### src/rng_word_pkg.sv
// register map, field layout, reset values and timing constants of the random word generator
// assumes a 32-bit apb slave port at 125 mhz and a single clock domain
package rng_word_pkg;

  // ==========================================================
  // register byte addresses
  localparam logic [31:0] RNG_CONTROL_ADDR = 32'h001a0000;
  localparam logic [31:0] RNG_STATUS_ADDR = 32'h001a0004;
  localparam logic [31:0] ENTROPY_SEED_INPUT_ADDR = 32'h001a0008;
  localparam logic [31:0] RANDOM_OUTPUT_FIFO_ADDR = 32'h001a000c;
  localparam logic [31:0] IRQ_STATUS_ADDR = 32'h001a0010;
  localparam logic [31:0] IRQ_CLEAR_ADDR = 32'h001a0014;
  localparam logic [31:0] IRQ_ENABLE_ADDR = 32'h001a0018;

  // ==========================================================
  // control field positions
  localparam int CTRL_RUN_BIT = 0;
  localparam int CTRL_HA_BIT = 1;
  localparam int CTRL_MASK_BIT = 2;
  localparam int CTRL_CLEAR_BIT = 3;

  // ==========================================================
  // event bits shared by irq status, clear and enable
  localparam int EVT_UNDERFLOW_BIT = 0;
  localparam int EVT_FULL_BIT = 1;
  localparam int EVT_WIDTH = 2;

  // ==========================================================
  // fifo and generation timing
  localparam int FIFO_DEPTH = 16;
  localparam int FIFO_AW = 4;
  localparam logic [7:0] FIFO_CAPACITY = 8'h10;
  localparam int PUSH_PERIOD_CYCLES = 256;
  localparam logic [7:0] PUSH_LAST_COUNT = 8'(PUSH_PERIOD_CYCLES - 1);

  // ==========================================================
  // reset values and lfsr taps
  localparam logic [7:0] GEN_COUNT_RESET = 8'h00;
  localparam logic [31:0] CORE_A_RESET = 32'h6a09e667;
  localparam logic [31:0] CORE_B_RESET = 32'hbb67ae85;
  localparam logic [31:0] CORE_A_TAPS = 32'h80200003;
  localparam logic [31:0] CORE_B_TAPS = 32'ha3000001;
  localparam logic [EVT_WIDTH-1:0] IRQ_ENABLE_RESET = 2'h0;

  // ==========================================================
  // status register layout
  typedef struct packed {
    logic [7:0] reserved_hi;
    logic [7:0] fifo_capacity;
    logic [7:0] fifo_fill_level;
    logic [3:0] reserved_lo;
    logic error_irq_flag;
    logic underflow_flag;
    logic last_read_empty;
    logic security_violation;
  } rng_status_s;

  // one decoded bus request, taken in the first access cycle
  typedef struct packed {
    logic take;
    logic wr;
    logic [31:0] addr;
    logic [31:0] wdata;
  } bus_req_s;

endpackage : rng_word_pkg

### src/rng_word_gen.sv
// random word generator with a 16-word output fifo behind an apb slave port
// assumes an apb3 master on SYS_CLK; no ring oscillators, the core is a pair of lfsrs
`timescale 1ns/1ps

module rng_word_gen
  import rng_word_pkg::*;
(
  input wire logic SYS_CLK,
  input wire logic SYS_RST,
  input wire logic PSEL,
  input wire logic PENABLE,
  input wire logic PWRITE,
  input wire logic [31:0] PADDR,
  input wire logic [31:0] PWDATA,
  output logic [31:0] PRDATA,
  output logic PREADY,
  output logic PSLVERR,
  output logic IRQ
);

  // ==========================================================
  // state
  logic pready_reg;
  logic [31:0] prdata_reg;
  logic pslverr_reg;
  logic irq_reg;
  logic run_reg;
  logic ha_reg;
  logic mask_reg;
  logic error_irq_reg;
  logic underflow_reg;
  logic last_empty_reg;
  logic violation_reg;
  logic [7:0] gen_count_reg;
  logic [31:0] core_a_reg;
  logic [31:0] core_b_reg;
  logic [31:0] fifo_mem [FIFO_DEPTH];
  logic [FIFO_AW-1:0] wr_ptr_reg;
  logic [FIFO_AW-1:0] rd_ptr_reg;
  logic [FIFO_AW:0] level_reg;
  logic [EVT_WIDTH-1:0] irq_status_reg;
  logic [EVT_WIDTH-1:0] irq_enable_reg;

  // ==========================================================
  // bus decode
  bus_req_s req;
  logic sel_ctrl;
  logic sel_status;
  logic sel_seed;
  logic sel_fifo;
  logic sel_irq_status;
  logic sel_irq_clear;
  logic sel_irq_enable;
  logic mapped;
  logic wr_ctrl;
  logic wr_seed;
  logic wr_irq_clear;
  logic wr_irq_enable;
  logic rd_status;
  logic rd_fifo;

  // a request is taken once, in the first access cycle; pready follows next cycle
  assign req.take = PSEL & PENABLE & ~pready_reg;
  assign req.wr = PWRITE;
  assign req.addr = PADDR;
  assign req.wdata = PWDATA;

  assign sel_ctrl = req.addr == RNG_CONTROL_ADDR;
  assign sel_status = req.addr == RNG_STATUS_ADDR;
  assign sel_seed = req.addr == ENTROPY_SEED_INPUT_ADDR;
  assign sel_fifo = req.addr == RANDOM_OUTPUT_FIFO_ADDR;
  assign sel_irq_status = req.addr == IRQ_STATUS_ADDR;
  assign sel_irq_clear = req.addr == IRQ_CLEAR_ADDR;
  assign sel_irq_enable = req.addr == IRQ_ENABLE_ADDR;
  assign mapped = sel_ctrl | sel_status | sel_seed | sel_fifo
                | sel_irq_status | sel_irq_clear | sel_irq_enable;

  assign wr_ctrl = req.take & req.wr & sel_ctrl;
  assign wr_seed = req.take & req.wr & sel_seed;
  assign wr_irq_clear = req.take & req.wr & sel_irq_clear;
  assign wr_irq_enable = req.take & req.wr & sel_irq_enable;
  assign rd_status = req.take & ~req.wr & sel_status;
  assign rd_fifo = req.take & ~req.wr & sel_fifo;

  // ==========================================================
  // fifo control
  logic fifo_empty;
  logic fifo_full;
  logic push_due;
  logic push;
  logic pop;
  logic empty_read;

  assign fifo_empty = level_reg == '0;
  assign fifo_full = level_reg == (FIFO_AW + 1)'(FIFO_DEPTH);
  assign push_due = run_reg & (gen_count_reg == PUSH_LAST_COUNT);
  assign push = push_due & ~fifo_full;
  assign pop = rd_fifo & ~fifo_empty;
  assign empty_read = rd_fifo & fifo_empty;

  // ==========================================================
  // core engine
  logic [31:0] core_a_step;
  logic [31:0] core_b_step;
  logic [31:0] core_a_mixed;
  logic [31:0] random_word;

  assign core_a_step = {1'b0, core_a_reg[31:1]} ^ (core_a_reg[0] ? CORE_A_TAPS : 32'h00000000);
  assign core_b_step = {1'b0, core_b_reg[31:1]} ^ (core_b_reg[0] ? CORE_B_TAPS : 32'h00000000);
  // xor keeps entropy; a zero result would lock the lfsr, so it reloads instead
  assign core_a_mixed = wr_seed ? core_a_step ^ req.wdata : core_a_step;
  assign random_word = core_a_reg ^ {core_b_reg[15:0], core_b_reg[31:16]};

  // ==========================================================
  // read data
  rng_status_s status_view;
  logic [31:0] ctrl_view;
  logic [31:0] fifo_view;
  logic [31:0] read_mux;

  assign status_view.reserved_hi = 8'h00;
  assign status_view.fifo_capacity = FIFO_CAPACITY;
  assign status_view.fifo_fill_level = 8'(level_reg);
  assign status_view.reserved_lo = 4'h0;
  assign status_view.error_irq_flag = error_irq_reg;
  assign status_view.underflow_flag = underflow_reg;
  assign status_view.last_read_empty = last_empty_reg;
  assign status_view.security_violation = violation_reg;

  // clear_irq is write-only and reads zero
  assign ctrl_view = {29'h0, mask_reg, ha_reg, run_reg};
  assign fifo_view = fifo_empty ? 32'h00000000 : fifo_mem[rd_ptr_reg];

  assign read_mux = sel_ctrl ? ctrl_view
                  : sel_status ? status_view
                  : sel_fifo ? fifo_view
                  : sel_irq_status ? {30'h0, irq_status_reg}
                  : sel_irq_enable ? {30'h0, irq_enable_reg}
                  : 32'h00000000;

  // ==========================================================
  // interrupt events
  logic [EVT_WIDTH-1:0] evt;
  logic irq_next;

  assign evt[EVT_UNDERFLOW_BIT] = empty_read;
  // a pop in the same cycle keeps the level, so the fifo does not become full then
  assign evt[EVT_FULL_BIT] = push & ~pop & (level_reg == (FIFO_AW + 1)'(FIFO_DEPTH - 1));
  // an event in the cycle of its clear wins over the clear
  assign irq_next = (error_irq_reg & ~mask_reg)
                  | (|(irq_status_reg & irq_enable_reg));

  // ==========================================================
  // apb answer
  always_ff @(posedge SYS_CLK or posedge SYS_RST) begin
    if (SYS_RST) begin
      pready_reg <= 1'b0;
      prdata_reg <= 32'h00000000;
      pslverr_reg <= 1'b0;
    end else begin
      pready_reg <= req.take;
      prdata_reg <= (req.take & ~req.wr) ? read_mux : 32'h00000000;
      pslverr_reg <= req.take & ~mapped;
    end
  end

  // ==========================================================
  // control register
  always_ff @(posedge SYS_CLK or posedge SYS_RST) begin
    if (SYS_RST) begin
      run_reg <= 1'b0;
      ha_reg <= 1'b0;
      mask_reg <= 1'b0;
    end else if (wr_ctrl) begin
      run_reg <= run_reg | req.wdata[CTRL_RUN_BIT];
      ha_reg <= ha_reg | req.wdata[CTRL_HA_BIT];
      mask_reg <= req.wdata[CTRL_MASK_BIT];
    end
  end

  // ==========================================================
  // status flags
  always_ff @(posedge SYS_CLK or posedge SYS_RST) begin
    if (SYS_RST) begin
      error_irq_reg <= 1'b0;
      underflow_reg <= 1'b0;
      last_empty_reg <= 1'b0;
      violation_reg <= 1'b0;
    end else begin
      if (empty_read) begin
        error_irq_reg <= 1'b1;
      end else if (wr_ctrl & req.wdata[CTRL_CLEAR_BIT]) begin
        error_irq_reg <= 1'b0;
      end
      if (empty_read) begin
        underflow_reg <= 1'b1;
      end else if (rd_status) begin
        underflow_reg <= 1'b0;
      end
      if (rd_fifo) begin
        last_empty_reg <= fifo_empty;
      end
      if (empty_read & ha_reg) begin
        violation_reg <= 1'b1;
      end
    end
  end

  // ==========================================================
  // core and push schedule
  always_ff @(posedge SYS_CLK or posedge SYS_RST) begin
    if (SYS_RST) begin
      core_a_reg <= CORE_A_RESET;
      core_b_reg <= CORE_B_RESET;
      gen_count_reg <= GEN_COUNT_RESET;
    end else begin
      // the core steps from reset on, whether or not generation runs
      core_a_reg <= (core_a_mixed == '0) ? CORE_A_RESET : core_a_mixed;
      core_b_reg <= core_b_step;
      if (run_reg) begin
        gen_count_reg <= gen_count_reg + 8'h01;
      end
    end
  end

  // ==========================================================
  // output fifo
  always_ff @(posedge SYS_CLK or posedge SYS_RST) begin
    if (SYS_RST) begin
      wr_ptr_reg <= '0;
      rd_ptr_reg <= '0;
      level_reg <= '0;
    end else begin
      if (push) begin
        wr_ptr_reg <= wr_ptr_reg + FIFO_AW'(1);
      end
      if (pop) begin
        rd_ptr_reg <= rd_ptr_reg + FIFO_AW'(1);
      end
      if (push & ~pop) begin
        level_reg <= level_reg + (FIFO_AW + 1)'(1);
      end else if (pop & ~push) begin
        level_reg <= level_reg - (FIFO_AW + 1)'(1);
      end
    end
  end

  // storage is not reset; level and pointers decide what is valid
  always_ff @(posedge SYS_CLK) begin
    if (push) begin
      fifo_mem[wr_ptr_reg] <= random_word;
    end
  end

  // ==========================================================
  // interrupt registers
  always_ff @(posedge SYS_CLK or posedge SYS_RST) begin
    if (SYS_RST) begin
      irq_status_reg <= '0;
      irq_enable_reg <= IRQ_ENABLE_RESET;
      irq_reg <= 1'b0;
    end else begin
      irq_status_reg <= (irq_status_reg & ~(wr_irq_clear ? req.wdata[EVT_WIDTH-1:0] : '0)) | evt;
      if (wr_irq_enable) begin
        irq_enable_reg <= req.wdata[EVT_WIDTH-1:0];
      end
      irq_reg <= irq_next;
    end
  end

  assign PRDATA = prdata_reg;
  assign PREADY = pready_reg;
  assign PSLVERR = pslverr_reg;
  assign IRQ = irq_reg;

endmodule : rng_word_gen

### config.mk
export PLATFORM = sky130hd
export DESIGN_NAME = rng_word_gen
export DESIGN_NICKNAME = d
export VERILOG_FILES = /design/src/rng_word_pkg.sv /design/src/rng_word_gen.sv
export SDC_FILE = /design/constraint.sdc
export NUM_CORES = 1
export LEC_CHECK = 0
export ABC_CLOCK_PERIOD_IN_PS = 6500
export BUFFER_PORTS_ARGS = -buffer_cell sky130_fd_sc_hd__clkbuf_2
export CELL_PAD_IN_SITES_DETAIL_PLACEMENT = 1
export CELL_PAD_IN_SITES_GLOBAL_PLACEMENT = 2
export CORE_UTILIZATION = 32
export CTS_CLUSTER_SIZE = 14
export DETAILED_ROUTE_END_ITERATION = 16
export PLACE_DENSITY_LB_ADDON = 0.1
export SLEW_MARGIN = 20
export SYNTH_ARGS = -nofsm -noshare
export SYNTH_HDL_FRONTEND = slang
export SYNTH_SLANG_ARGS = --single-unit
### constraint.sdc
create_clock -name SYS_CLK -period 6.5 [get_ports SYS_CLK]
set_input_delay 1.95 -clock SYS_CLK [delete_from_list [all_inputs] [get_ports SYS_CLK]]
set_output_delay 1.95 -clock SYS_CLK [all_outputs]
set_load 0.1 [all_outputs]
==> out/summary.txt <==
Worst Path Arrival -> 5.41 ns
Asr flop ratio synth -> 0.204
CP required -> 6.99 ns
Number of global-route vias before repair -> 14195
Worst-margin pin slew -> 1.11 ns
Die X -> 283 um
Flop2flop setup slack -> 3.10 ns
DP Wirelength -> 41.2 mm
Initial antenna violation count -> 1
Max cap viols -> 0
Area of the multi-input gates -> 0.00654 mm^2
Sequential Area -> 0.0187 mm^2
Die footprint -> 0.0803 mm^2
Final-report hold violation count -> 0
Via Count -> 12707
Top cell type by total area after synthesis -> edfxtp_1
GR peak layer -> met2
Reg clk slew, reported paths -> 0.06 ns
Worst-path fanout max -> 13
Most frequent cell after synthesis -> edfxtp_1
Final setup fails -> 0
Dpl cells -> 2403
Crit path time final -> 4.92 ns
Top post-synthesis cells by count -> edfxtp_1, mux4_2, dfrtp_1
VDD IR max -> 186 uV
Worst setup SP type -> input pin
Comb pwr share -> 0.052
IO Pins -> 104
Max-slew violations -> 0
DRT iter0 DRCs -> 781
Avg Inst Size Synth -> 19.9 um^2
TNS Setup -> 0 ns
Clk_lat worst skew -> 0.62 ns
Largest family of logic cells by synthesized area -> multiplexers
PD cells -> 312 mW/mm^2
Mapped cell area -> 0.0253 mm^2
Synth Area in Compound Gates -> 0.0225
Hold Path Stages -> 0
M1 GR Usage -> 0.238
Max reg flops -> 512
Layout Cell Area excl Fill -> 0.0299 mm^2
RSZ-0062 raised after global routing -> no
Filler cells -> 7581
Num CTS Buffers -> 75
Simple-gate area share of the yosys netlist -> 0.0389
DRC errors left -> 0
Initial cell density of the core -> 0.325
Post-CTS setup buffers -> 0
Biggest register -> fifo_mem
Sw frac -> 0.229
Total Power -> 0.00932 W
Leakage -> 10.1 nW
Setup WS post-layout -> 1.58 ns
Max transition margin -> 0.260
Net Count, Synth -> 1354
Clk sink count -> 643
Largest net degree at the start of global routing -> 78
Cells resized by post-CTS repair -> 0
Max Fclk -> 0.203 GHz
Root buffer cell -> clkbuf_16
Count of different cell masters after synthesis -> 53
Synth top area share -> 0.607
Aggregate global-route resource usage -> 0.174
XOR/XNOR Fraction of Synth Area -> 0.0363
Max Clock Skew -> 0.0240 ns
Max Buffers Root-to-Sink -> 3
Cell internal pwr -> 0.00719 W
Final Cycle Share -> 0.757
Drt wl/cell -> 26.9 um
Status -> completed
Register area share after synthesis -> 0.738
Sw Pwr -> 0.00213 W
Nets -> 1520
Crit Path Class -> in2reg
Final RePlAce weighted congestion -> 0.801
# port buffers -> 103
CP Capture Type -> flip-flop
First-pass GRT wire length -> 101 mm
Area Growth Syn to Fin -> 17.9%
Mux contribution to synthesized area -> 0.146
Flop pwr share -> 0.514
Dpl ws -> 0.916 ns
Met3 Use GR -> 0.0251
DP Area -> 0.0275 mm^2
Ranking of synthesized cells by area -> edfxtp_1, mux4_2, dfrtp_1, dfstp_2, xor2_1
Clock share of power -> 0.433
DRT Pass-1 Iters -> 4
Layout Cells excl Fill -> 2540
Total grt overflow -> 0
Layout cells sized above 1 -> 0.340
Hold WC Path Type -> reg2reg
Post-synthesis cell count -> 1274
TritonCTS clock tree -> built
Core box area -> 0.0778 mm^2
Hold-fix buffers at CTS -> 0
Row count -> 102
Number of synthesized flops with an enable pin -> 512
Die Ht -> 283 um
FF-to-FF path depth -> 7
Most used DFF post-synth -> edfxtp_1
M2 GR Usage -> 0.287
Vias per Instance -> 5.00
Post-route ant nets -> 0
DRT Wirelength -> 68.4 mm
H-tree level count -> 3
Post-Synth Adder-Cell Area -> 0.00573
Syn. warnings -> 0
Yosys reg bits -> 643
==> per-layer routing <==
metal / up-vias / routed length [um]
li1: 5447 / -
met1: 6955 / 30700
met2: 221 / 33800
met3: 84 / 2340
met4: 0 / 1600
met5: - / 0
==> final timing paths <==
check | from | end
max | PADDR[22] | level_reg[4]$_DFFE_PP0P_
min | core_b_reg[10]$_DFF_PP1_ | core_b_reg[9]$_DFF_PP1_
max reg2reg | PREADY$_DFF_PP0_ | core_a_reg[6]$_DFF_PP1_
min reg2reg | core_b_reg[10]$_DFF_PP1_ | core_b_reg[9]$_DFF_PP1_
max in group asynchronous | SYS_RST | level_reg[0]$_DFFE_PP0P_
min in group asynchronous | SYS_RST | core_a_reg[8]$_DFF_PP0_
==> kinds of logic (layout without fill, tap and decap cells) <==
group	after synthesis	count (layout)
xor+xnor	105	105
flops	643	643
other cells	0	2
simple gates	186	186
buf+inv	80	304
compound gates	81	81
mux	168	168
fa+ha+maj	11	11
==> cells in the final DEF, fill, tap and decap left out, types with 5 or more instances in the layout <==
cell type and count:
a22oi_1 8, a31oi_1 10, xor2_1 56, o32ai_1 6, nor3_1 7, a21o_1 9
o21ai_2 10, nand4_1 7, mux4_2 160, dfrtp_1 92, nand2_1 46, nor2_1 30
inv_1 15, dfstp_2 35, edfxtp_1 512, xor2_2 14, o21ai_0 13, clkbuf_16 78
nor3_2 5, buf_4 48, clkbuf_1 17, ha_1 10, nor4bb_1 8, clkinv_2 15
nor2_4 12, xnor2_1 35, and3_1 22, clkinv_1 15, nor4_1 15, clkbuf_2 103
mux2_2 6, nand3_1 9, a21oi_1 13
==> cell type report <==
type / instances / area share
antenna: 2 / 0.000168
tap: 1040 / 0.0436
inverter: 17 / 0.00231
clock buffer: 95 / 0.0675
multi-input combinational: 551 / 0.219
sequential: 643 / 0.627
timing repair buffer: 152 / 0.0300
clock inverter: 40 / 0.0107
==> per-stage QoR <==
stage,util,hold WS [ns]
global route,0.383,0.383
CTS,0.383,0.372
floorplan,-,0.353
detailed placement,0.353,0.364
finish,0.383,0.372
global placement,0.352,0.363
==> critical path, cell delays in order <==
cell and delay [ns]:
clkbuf_2 0.08, nor4b_1 0.29, nand3_1 0.46, or4_1 0.74, nor4_2 0.25, nand2_1 0.21
ha_1 0.29, inv_1 0.15, ha_1 0.29, a21o_1 0.17, a21oi_1 0.19, xnor2_1 0.14
nor2_1 0.07, xnor2_1 0.13
==> power by group through the flow <==
stage	logic [W]	registers (W)	clock network, W
finish	0.000489	0.00479	0.00404
global route	0.000541	0.00480	0.00431
CTS	0.000493	0.00479	0.00415
detailed placement	0.000491	0.00488	0
global placement	0.000474	0.00487	0
floorplan	0.000270	0.00482	0
(Power assumes the default switching activity.)
